<file path="src/inc/program_flow_pkg.sv">
// Purpose: Shared constants and types for the program flow sequencer
// Assumes: 50 MHz system clock, 32-bit word-aligned register bus
// Notes:   Register offsets are byte addresses

package program_flow_pkg;

  // Timing
  localparam int unsigned CLK_HZ      = 50_000_000;
  localparam int unsigned TICK_MS     = 10;
  localparam int unsigned TICK_CYCLES = (CLK_HZ / 1000) * TICK_MS;

  // Return stack
  localparam int unsigned STACK_DEPTH = 8;

  // Opcodes
  localparam logic [7:0] OPC_COND_BRANCH = 8'h15;
  localparam logic [7:0] OPC_BRANCH      = 8'h16;
  localparam logic [7:0] OPC_CALL        = 8'h17;
  localparam logic [7:0] OPC_RETURN      = 8'h18;
  localparam logic [7:0] OPC_WAIT        = 8'h1b;
  localparam logic [7:0] OPC_CLEAR_ERROR = 8'h24;

  // Conditional branch type that tests the timeout flag
  localparam logic [7:0] COND_TIMEOUT = 8'h08;

  // Wait types
  localparam logic [7:0] WAIT_TICKS  = 8'h00;
  localparam logic [7:0] WAIT_TARGET = 8'h01;
  localparam logic [7:0] WAIT_HOME   = 8'h02;
  localparam logic [7:0] WAIT_END    = 8'h03;
  localparam logic [7:0] WAIT_HOMING = 8'h04;

  // Value field meaning "take the accumulator"
  localparam logic [31:0] VALUE_FROM_ACCU = 32'hffffffff;

  // Register byte addresses
  localparam logic [4:0] ADDR_CTRL   = 5'h00;
  localparam logic [4:0] ADDR_INSTR  = 5'h04;
  localparam logic [4:0] ADDR_VALUE  = 5'h08;
  localparam logic [4:0] ADDR_ACCU   = 5'h0c;
  localparam logic [4:0] ADDR_EXEC   = 5'h10;
  localparam logic [4:0] ADDR_PC     = 5'h14;
  localparam logic [4:0] ADDR_STATUS = 5'h18;

  // Field positions
  localparam int unsigned CTRL_RUN_BIT     = 0;
  localparam int unsigned CTRL_RESTART_BIT = 1;
  localparam int unsigned STAT_WAIT_BIT    = 0;
  localparam int unsigned STAT_FLAG_BIT    = 1;
  localparam int unsigned STAT_RUN_BIT     = 2;
  localparam int unsigned STAT_DEPTH_LSB   = 8;

  // Reset values
  localparam logic [31:0] WORD_RESET = 32'h00000000;

  typedef struct packed {
    logic [7:0] motor;
    logic [7:0] itype;
    logic [7:0] opcode;
  } instr_s;

endpackage : program_flow_pkg

</file>
<file path="src/hdl/program_flow_sequencer.sv">
// Purpose: Branch, call/return and wait part of a standalone script interpreter
// Assumes: Instructions arrive through INSTR/VALUE and are launched by a write to EXEC
// Notes:   EXEC writes stall on waitrequest while a wait instruction is pending

`timescale 1ns/10ps

module program_flow_sequencer #(
  parameter int unsigned NUM_MOTORS  = 1,
  parameter int unsigned PC_W        = 16,
  parameter int unsigned STACK_DEPTH = program_flow_pkg::STACK_DEPTH,
  parameter int unsigned TICK_CYCLES = program_flow_pkg::TICK_CYCLES
) (
  input  wire logic                  clk_i,
  input  wire logic                  rst_n_i,
  input  wire logic [4:0]            address_i,
  input  wire logic                  read_i,
  input  wire logic                  write_i,
  input  wire logic [3:0]            byteenable_i,
  input  wire logic [31:0]           writedata_i,
  output logic      [31:0]           readdata_o,
  output logic                       waitrequest_o,
  input  wire logic [NUM_MOTORS-1:0] target_reached_i,
  input  wire logic [NUM_MOTORS-1:0] home_switch_i,
  input  wire logic [NUM_MOTORS-1:0] end_left_i,
  input  wire logic [NUM_MOTORS-1:0] end_right_i,
  input  wire logic [NUM_MOTORS-1:0] homing_done_i,
  output logic      [PC_W-1:0]       pc_o,
  output logic                       waiting_o,
  output logic                       timeout_error_o
);

  localparam int unsigned NS   = 5 * NUM_MOTORS;
  localparam int unsigned DW   = $clog2(STACK_DEPTH + 1);
  localparam int unsigned SW   = (STACK_DEPTH > 1) ? $clog2(STACK_DEPTH) : 1;
  localparam int unsigned PW   = $clog2(TICK_CYCLES + 1);
  localparam logic [PW-1:0] PRESC_TOP = PW'(TICK_CYCLES - 1);
  localparam logic [DW-1:0] DEPTH_MAX = DW'(STACK_DEPTH);

  typedef enum logic {S_IDLE, S_WAIT} state_e;

  function automatic logic [31:0] be_merge(input logic [31:0] old_v,
                                           input logic [31:0] new_v,
                                           input logic [3:0]  be);
    logic [31:0] r;
    r = old_v;
    for (int i = 0; i < 4; i++) begin
      if (be[i]) begin
        r[8*i +: 8] = new_v[8*i +: 8];
      end
    end
    return r;
  endfunction : be_merge

  function automatic logic wait_met(input logic [7:0]    wtype,
                                    input logic [7:0]    motor,
                                    input logic [NS-1:0] st);
    logic r;
    int   m;
    r = 1'b0;
    m = int'(motor);
    if (m < NUM_MOTORS) begin
      case (wtype)
        program_flow_pkg::WAIT_TARGET: r = st[m];
        program_flow_pkg::WAIT_HOME:   r = st[NUM_MOTORS + m];
        program_flow_pkg::WAIT_END:    r = st[2*NUM_MOTORS + m] | st[3*NUM_MOTORS + m];
        program_flow_pkg::WAIT_HOMING: r = st[4*NUM_MOTORS + m];
        default:                       r = 1'b0;
      endcase
    end
    return r;
  endfunction : wait_met

  logic                     wait_q;
  logic [31:0]              readdata_q;
  logic                     run_q;
  program_flow_pkg::instr_s instr_q;
  logic [31:0]              value_q;
  logic [31:0]              accu_q;
  logic [PC_W-1:0]          pc_q;
  logic [DW-1:0]            depth_q;
  logic [PC_W-1:0]          stack_q [STACK_DEPTH];
  logic                     flag_q;
  state_e                   state_q;
  logic                     waiting_q;
  logic [7:0]               wtype_q;
  logic [7:0]               wmotor_q;
  logic [31:0]              cnt_q;
  logic [PW-1:0]            presc_q;
  logic                     tick_q;
  logic [NS-1:0]            sync1_q;
  logic [NS-1:0]            sync2_q;
  logic [NS-1:0]            sync3_q;
  logic [NS-1:0]            stat_q;
  logic [PC_W-1:0]          pushed_q;
  logic [DW-1:0]            pushed_depth_q;

  // Bus decode
  wire req_w      = read_i | write_i;
  wire hit_ctrl   = address_i == program_flow_pkg::ADDR_CTRL;
  wire hit_instr  = address_i == program_flow_pkg::ADDR_INSTR;
  wire hit_value  = address_i == program_flow_pkg::ADDR_VALUE;
  wire hit_accu   = address_i == program_flow_pkg::ADDR_ACCU;
  wire hit_exec   = address_i == program_flow_pkg::ADDR_EXEC;
  wire hit_pc     = address_i == program_flow_pkg::ADDR_PC;
  wire hit_status = address_i == program_flow_pkg::ADDR_STATUS;
  wire blocked_w  = write_i & hit_exec & waiting_q;
  wire wr_w       = write_i & ~wait_q;
  wire restart_w  = wr_w & hit_ctrl & byteenable_i[0]
                    & writedata_i[program_flow_pkg::CTRL_RESTART_BIT];
  wire exec_go_w  = wr_w & hit_exec;
  wire exec_run_w = exec_go_w & run_q;

  wire [31:0] ctrl_rd_w   = 32'(run_q) << program_flow_pkg::CTRL_RUN_BIT;
  wire [31:0] status_rd_w = (32'(depth_q) << program_flow_pkg::STAT_DEPTH_LSB)
                          | (32'(run_q) << program_flow_pkg::STAT_RUN_BIT)
                          | (32'(flag_q) << program_flow_pkg::STAT_FLAG_BIT)
                          | (32'(waiting_q) << program_flow_pkg::STAT_WAIT_BIT);
  wire [31:0] rd_mux_w = hit_ctrl   ? ctrl_rd_w :
                         hit_instr  ? 32'(instr_q) :
                         hit_value  ? value_q :
                         hit_accu   ? accu_q :
                         hit_pc     ? 32'(pc_q) :
                         hit_status ? status_rd_w : 32'h00000000;

  // Instruction decode
  wire [7:0] opc_w   = instr_q.opcode;
  wire [7:0] itype_w = instr_q.itype;
  wire is_branch_w = exec_run_w & (opc_w == program_flow_pkg::OPC_BRANCH);
  wire is_call_w   = exec_run_w & (opc_w == program_flow_pkg::OPC_CALL);
  wire is_ret_w    = exec_run_w & (opc_w == program_flow_pkg::OPC_RETURN);
  wire is_wait_w   = exec_run_w & (opc_w == program_flow_pkg::OPC_WAIT);
  wire is_clear_w  = exec_run_w & (opc_w == program_flow_pkg::OPC_CLEAR_ERROR);
  wire call_ok_w   = is_call_w & (depth_q < DEPTH_MAX);
  wire ret_ok_w    = is_ret_w & (depth_q != '0);
  wire cjmp_w      = exec_run_w & (opc_w == program_flow_pkg::OPC_COND_BRANCH)
                     & (itype_w == program_flow_pkg::COND_TIMEOUT) & flag_q;
  wire [31:0] cnt_src_w = (value_q == program_flow_pkg::VALUE_FROM_ACCU) ? accu_q
                                                                         : value_q;
  wire wtype_ok_w  = itype_w <= program_flow_pkg::WAIT_HOMING;
  wire wait_start_w = is_wait_w & wtype_ok_w
                      & ~((itype_w == program_flow_pkg::WAIT_TICKS) & (cnt_src_w == '0));
  wire [PC_W-1:0] top_w = stack_q[SW'(depth_q - DW'(1))];
  wire [PC_W-1:0] pc_inc_w = pc_q + PC_W'(1);

  // Wait tracking
  wire in_wait_w   = state_q == S_WAIT;
  wire ticks_w     = wtype_q == program_flow_pkg::WAIT_TICKS;
  wire cond_w      = in_wait_w & ~ticks_w & wait_met(wtype_q, wmotor_q, stat_q);
  wire expire_w    = in_wait_w & tick_q & (cnt_q == 32'h00000001);
  wire timeout_w   = expire_w & ~ticks_w & ~cond_w;
  wire wait_end_w  = cond_w | expire_w;

  wire [PC_W-1:0] pc_d = restart_w                       ? '0 :
                         wait_end_w                      ? pc_inc_w :
                         ~exec_run_w                     ? pc_q :
                         (is_branch_w | call_ok_w | cjmp_w) ? value_q[PC_W-1:0] :
                         ret_ok_w                        ? top_w + PC_W'(1) :
                         wait_start_w                    ? pc_q : pc_inc_w;
  wire [DW-1:0] depth_d = restart_w ? '0 :
                          call_ok_w ? depth_q + DW'(1) :
                          ret_ok_w  ? depth_q - DW'(1) : depth_q;
  wire flag_d = timeout_w ? 1'b1 : is_clear_w ? 1'b0 : flag_q;
  wire [31:0] cnt_d = wait_start_w             ? cnt_src_w :
                      (tick_q & (cnt_q != '0)) ? cnt_q - 32'h00000001 : cnt_q;
  wire [NS-1:0] raw_w = {homing_done_i, end_right_i, end_left_i, home_switch_i,
                         target_reached_i};

  // Bus slave: one wait cycle, EXEC held off while a wait runs
  always_ff @(posedge clk_i or negedge rst_n_i) begin
    if (!rst_n_i) begin
      wait_q     <= 1'b1;
      readdata_q <= program_flow_pkg::WORD_RESET;
    end else begin
      wait_q <= ~(req_w & wait_q & ~blocked_w);
      if (read_i & wait_q) begin
        readdata_q <= rd_mux_w;
      end
    end
  end

  always_ff @(posedge clk_i or negedge rst_n_i) begin
    if (!rst_n_i) begin
      run_q   <= 1'b0;
      instr_q <= '0;
      value_q <= program_flow_pkg::WORD_RESET;
      accu_q  <= program_flow_pkg::WORD_RESET;
    end else begin
      if (wr_w & hit_ctrl & byteenable_i[0]) begin
        run_q <= writedata_i[program_flow_pkg::CTRL_RUN_BIT];
      end
      if (wr_w & hit_instr) begin
        instr_q <= program_flow_pkg::instr_s'(24'(be_merge(32'(instr_q), writedata_i,
                                                          byteenable_i)));
      end
      if (wr_w & hit_value) begin
        value_q <= be_merge(value_q, writedata_i, byteenable_i);
      end
      if (wr_w & hit_accu) begin
        accu_q <= be_merge(accu_q, writedata_i, byteenable_i);
      end
    end
  end

  // Program counter, stack depth and error flag
  always_ff @(posedge clk_i or negedge rst_n_i) begin
    if (!rst_n_i) begin
      pc_q    <= '0;
      depth_q <= '0;
      flag_q  <= 1'b0;
    end else begin
      pc_q    <= pc_d;
      depth_q <= depth_d;
      flag_q  <= flag_d;
    end
  end

  // Return stack storage
  always_ff @(posedge clk_i) begin
    if (call_ok_w) begin
      stack_q[SW'(depth_q)] <= pc_q;
      pushed_q              <= pc_q;
      pushed_depth_q        <= depth_q + DW'(1);
    end
  end

  // Wait state
  always_ff @(posedge clk_i or negedge rst_n_i) begin
    if (!rst_n_i) begin
      state_q   <= S_IDLE;
      waiting_q <= 1'b0;
      wtype_q   <= program_flow_pkg::WAIT_TICKS;
      wmotor_q  <= 8'h00;
      cnt_q     <= '0;
    end else begin
      cnt_q <= cnt_d;
      case (state_q)
        S_IDLE: begin
          if (wait_start_w) begin
            state_q   <= S_WAIT;
            waiting_q <= 1'b1;
            wtype_q   <= itype_w;
            wmotor_q  <= instr_q.motor;
          end
        end
        S_WAIT: begin
          if (restart_w | wait_end_w) begin
            state_q   <= S_IDLE;
            waiting_q <= 1'b0;
          end
        end
        default: begin
          state_q   <= S_IDLE;
          waiting_q <= 1'b0;
        end
      endcase
    end
  end

  // Free-running tick prescaler
  always_ff @(posedge clk_i or negedge rst_n_i) begin
    if (!rst_n_i) begin
      presc_q <= PRESC_TOP;
      tick_q  <= 1'b0;
    end else begin
      presc_q <= (presc_q == '0) ? PRESC_TOP : presc_q - PW'(1);
      tick_q  <= presc_q == '0;
    end
  end

  // Motion status: three stages, change taken when stages two and three agree
  always_ff @(posedge clk_i or negedge rst_n_i) begin
    if (!rst_n_i) begin
      sync1_q <= '0;
      sync2_q <= '0;
      sync3_q <= '0;
      stat_q  <= '0;
    end else begin
      sync1_q <= raw_w;
      sync2_q <= sync1_q;
      sync3_q <= sync2_q;
      stat_q  <= (sync2_q & sync3_q) | (stat_q & (sync2_q | sync3_q));
    end
  end

  assign readdata_o      = readdata_q;
  assign waitrequest_o   = wait_q;
  assign pc_o            = pc_q;
  assign waiting_o       = waiting_q;
  assign timeout_error_o = flag_q;
endmodule : program_flow_sequencer

</file>
<file path="config.mk">
export PLATFORM = sky130hd
export DESIGN_NAME = program_flow_sequencer
export DESIGN_NICKNAME = d
export VERILOG_FILES = /design/src/inc/program_flow_pkg.sv /design/src/hdl/program_flow_sequencer.sv
export SDC_FILE = /design/constraint.sdc
export NUM_CORES = 1
export LEC_CHECK = 0
export BUFFER_PORTS_ARGS = -buffer_cell sky130_fd_sc_hd__buf_2
export CORE_MARGIN = 5
export CORE_UTILIZATION = 45
export CTS_CLUSTER_SIZE = 10
export DETAILED_ROUTE_END_ITERATION = 6
export GPL_TIMING_DRIVEN = 0
export HOLD_SLACK_MARGIN = 0.15
export SETUP_SLACK_MARGIN = 0.1
export SLEW_MARGIN = 40
export SYNTH_ARGS = -nofsm -noshare
export SYNTH_HDL_FRONTEND = slang
export SYNTH_SLANG_ARGS = --single-unit
</file>
<file path="constraint.sdc">
create_clock -name clk_i -period 7.25 [get_ports clk_i]
set_input_delay 1.45 -clock clk_i [delete_from_list [all_inputs] [get_ports clk_i]]
set_output_delay 1.45 -clock clk_i [all_outputs]
set_load 0.05 [all_outputs]
</file>
==> results.sh <==
export IMPL_path_class="reg -> reg"
export IMPL_fin_crit_sh_pct=69.53
export IMPL_hold_buffers=0
export IMPL_die_area_um2=42160
export IMPL_fmax_mhz=198.4
export IMPL_swShare_pct=24.95
export IMPL_comb_power_share_pct=8.0
export IMPL_worstSetupStartpoint="depth_q[0]$_DFFE_PN0P_"
export IMPL_synth_enable_flop_cells=128
export IMPL_drv_slew=0
export IMPL_place_area_um2=18540
export IMPL_endpoint_kind="flip-flop"
export IMPL_grt_usage_pct=22.90
export IMPL_setup_viol=0
export IMPL_synth_cell_types=90
export IMPL_leakagePower_nw=7.716
export IMPL_slew_headroom_pct=42.82
export IMPL_syn2layout_area_growth_pct=15.60
export IMPL_synth_largest_area_cell="dfrtp_1"
export IMPL_worst_clock_skew_ps=17.65
export IMPL_max_cap_violations=0
export IMPL_cp_start_kind="flip-flop"
export IMPL_whs_ps=347.9
export IMPL_slowest_delay_ps=540
export IMPL_netlist_area_um2=17170
export IMPL_gp_congestion=0.9019
export IMPL_clk_pin_slew_ps=60
export IMPL_htreeDepth=2
export IMPL_detail_route_antenna_nets=0
export IMPL_ios=101
export IMPL_synth_main_ff_cell="dfrtp_1"
export IMPL_grt_pass1_wl_um=74770
export IMPL_final_core_util_pct=52.70
export IMPL_p_int_mw=3.473
export IMPL_cts_root_buffer="clkbuf_16"
export IMPL_status="completed"
export IMPL_clock_latency_ps=550
export IMPL_drt_initial_drc_count=1194
export IMPL_slowest_stage="buf_1"
export IMPL_drt_total_wl_um=47950
export IMPL_seqPwrFrac_pct=49.1
export IMPL_path_delay_family="buffers and inverters"
export IMPL_cts_buffers=43
export IMPL_syn_nets=1447
export IMPL_syn_avg_cell_area_um2=12.37
export IMPL_p_sw_mw=1.155
export IMPL_remaining_drc_errors=0
export IMPL_synth_cells=1388
export IMPL_fin_crit_ps=5041
export IMPL_finalInstanceArea_um2=19850
export IMPL_wire_per_inst_um=22.85
export IMPL_grt_max_degree=77
export IMPL_worst_endpoint_arrival_ps=5470
export IMPL_antenna_found_initial=5
export IMPL_regToRegStartpoint="depth_q[0]$_DFFE_PN0P_"
export IMPL_nets=1611
export IMPL_regArea_um2=9689
export IMPL_coreArea_um2=37670
export IMPL_finalPower_mw=4.628
export IMPL_crit_chain="buf_6 -> buf_8 -> buf_2 -> buf_1 -> inv_1 -> ha_1 -> xor2_2 -> buf_6 -> mux4_2 -> ha_1 -> inv_1 -> nor3_2 -> nor4b_4 -> nor3b_1 -> xnor2_1 -> a21oi_1 -> o41ai_1"
export IMPL_worstMarginPinSlew_ps=849.8
export IMPL_clkSinkCount=361
export IMPL_cts_resized=0
export IMPL_synth_area_leaders="dfrtp_1, edfxtp_1, mux2_2, mux4_2, xnor2_1"
export IMPL_routed_via_density=5.901
export IMPL_placementRows=71
export IMPL_finalSetupTns_ps=0
export IMPL_p_per_area_nw_per_um2=233.1
export IMPL_required_ps=7680
export IMPL_cts_tree="yes"
export IMPL_die_y_um=205.3
export IMPL_irDropWorstVdd_mv=0.1867
export IMPL_fillers=3369
export IMPL_hpwl_um=34780
export IMPL_drive_gt1_share_pct=24.42
export IMPL_rsz0062_at_grt="no"
export IMPL_ys_seq_area_share_pct=56.43
export IMPL_overflow=0
export IMPL_first_global_vias=12510
export IMPL_hp_start="sync1_q[0]$_DFF_PN0_"
export IMPL_vias=12380
export IMPL_critPathMaxFanout=10
export IMPL_ys_async_sr_fraction_pct=64.54
export IMPL_die_x_um=205.3
export IMPL_postCtsSetupRepairBufs=0
export IMPL_multi_input_area_um2=7107
export IMPL_clock_path_buffers=3
export IMPL_synth_seq_cells=361
export IMPL_io_buffers=99
export IMPL_power_share_clock_pct=42.8
export IMPL_critical_path_buf_inv_count=7
export IMPL_initial_core_util_pct=45.59
export IMPL_min_path_type="reg -> reg"
export IMPL_yosysTopAreaCellShare_pct=32.21
export IMPL_yosysWarnings=0
export IMPL_firstDrtPassIters=5
export IMPL_timing_final_hold_violations=0
## layer usage
layer / up-vias / routed length (µm) / track usage (%)
li1: 5595 / - / -
met1: 6243 / 20130 / 30.89
met2: 435 / 23090 / 37.75
met3: 99 / 3269 / 4.854
met4: 8 / 1417 / 6.459
met5: - / 39 / 0
## sequential cells by signal, indices dropped and copies added, names as in the netlist, 4 cells and up
| name | flops |
|---|---|
| sync1_q | 5 |
| stat_q | 5 |
| accu_q | 32 |
| stack_q | 128 |
| wtype_q | 8 |
| opc_w | 8 |
| itype_w | 8 |
| readdata_o | 32 |
| value_q | 32 |
| cnt_q | 32 |
| depth_q | 4 |
| wmotor_q | 8 |
| pc_o | 16 |
| sync3_q | 5 |
| presc_q | 19 |
| instr_q | 8 |
| sync2_q | 5 |
## power by group through the flow
stage                     logic [mW]  clock network (mW)  registers (mW)
after floorplan                0.189                   0            2.31
after global placement         0.358                   0            2.31
after detailed placement       0.370                   0            2.31
after CTS                      0.371                2.02            2.27
after global routing           0.401                2.11            2.28
final                          0.371                1.98            2.27
## layout by cell type, fill, tap and decap left out, types with 10 or more instances in the layout
| cell | n |
|---|---|
| a21oi_1 | 46 |
| a221oi_1 | 12 |
| a22oi_1 | 23 |
| a31oi_1 | 15 |
| and3_1 | 12 |
| buf_2 | 116 |
| buf_4 | 12 |
| clkbuf_1 | 75 |
| clkbuf_16 | 44 |
| dfrtp_1 | 221 |
| dfstp_2 | 12 |
| edfxtp_1 | 128 |
| inv_1 | 14 |
| mux2_2 | 126 |
| mux2i_1 | 31 |
| mux4_2 | 20 |
| nand2_1 | 91 |
| nand3_1 | 32 |
| nand3b_1 | 10 |
| nand4_1 | 22 |
| nor2_1 | 75 |
| nor3_1 | 35 |
| nor3b_1 | 16 |
| nor4_1 | 21 |
| o211ai_1 | 28 |
| o21ai_0 | 75 |
| or3_1 | 12 |
| or4_1 | 16 |
| xnor2_1 | 48 |
| xor2_1 | 14 |
## cell families (layout without fill, tap and decap cells)
group           count (synthesis)  in the layout  synth area share, %
simple gates                  410            410                13.40
flops                         361            361                56.43
compound gates                267            267                10.25
mux                           183            183                13.10
buf+inv                        89            286                2.521
xor+xnor                       64             64                3.352
fa+ha+maj                      14             14               0.9473
other cells                     0              2                    0
## path summary, 6_finish.rpt
path                                           end  slack, ps  cells past startpoint
setup / recovery              pc_o[14]$_DFFE_PN0P_       2210                     17
min in group asynchronous  value_q[24]$_DFFE_PN0P_        800                      1
setup reg to reg              pc_o[14]$_DFFE_PN0P_       2210                     17
hold reg to reg               sync2_q[0]$_DFF_PN0_        350                      0
hold / removal                sync2_q[0]$_DFF_PN0_        350                      0
max in group asynchronous    presc_q[18]$_DFF_PN1_       5420                      3
## Yosys cell counts, drive strengths merged (25+ instances only)
master,n
nor2,75
edfxtp,128
nor3,40
mux2i,32
o21ai,81
xnor2,49
nand2,91
o211ai,28
dfrtp,221
nand3,32
a21oi,48
nor4,29
mux2,131
clkbuf,48
buf,25
## final cells by class
cell class | count | area share [%]
diodes | 2 | 0.02521
plain buffers | 73 | 1.872
clock buffers | 75 | 6.285
clock inverters | 3 | 0.1639
inverters | 16 | 0.3089
multi-input cells | 938 | 35.80
flip-flops and latches | 361 | 48.82
well taps | 511 | 3.221
repair buffers | 119 | 3.505
## worst register-to-register path, cell delays in order (launching register included)
cell and delay, ps:
dfrtp_1 460, buf_6 200, buf_8 170, buf_2 280
buf_1 540, inv_1 110, ha_1 340, xor2_2 470
buf_6 260, mux4_2 270, ha_1 220, inv_1 70
nor3_2 240, nor4b_4 390, nor3b_1 300, xnor2_1 210
a21oi_1 110, o41ai_1 300
## stage by stage
stage                     instances  setup slack [ps]
after floorplan                1388              2520
after global placement         1998             377.5
after detailed placement       2018              2170
after CTS                      2096              2137
after global routing           2096              1760
final                          2098              2209
No activity file was read; power rests on OpenSTA's default activity.
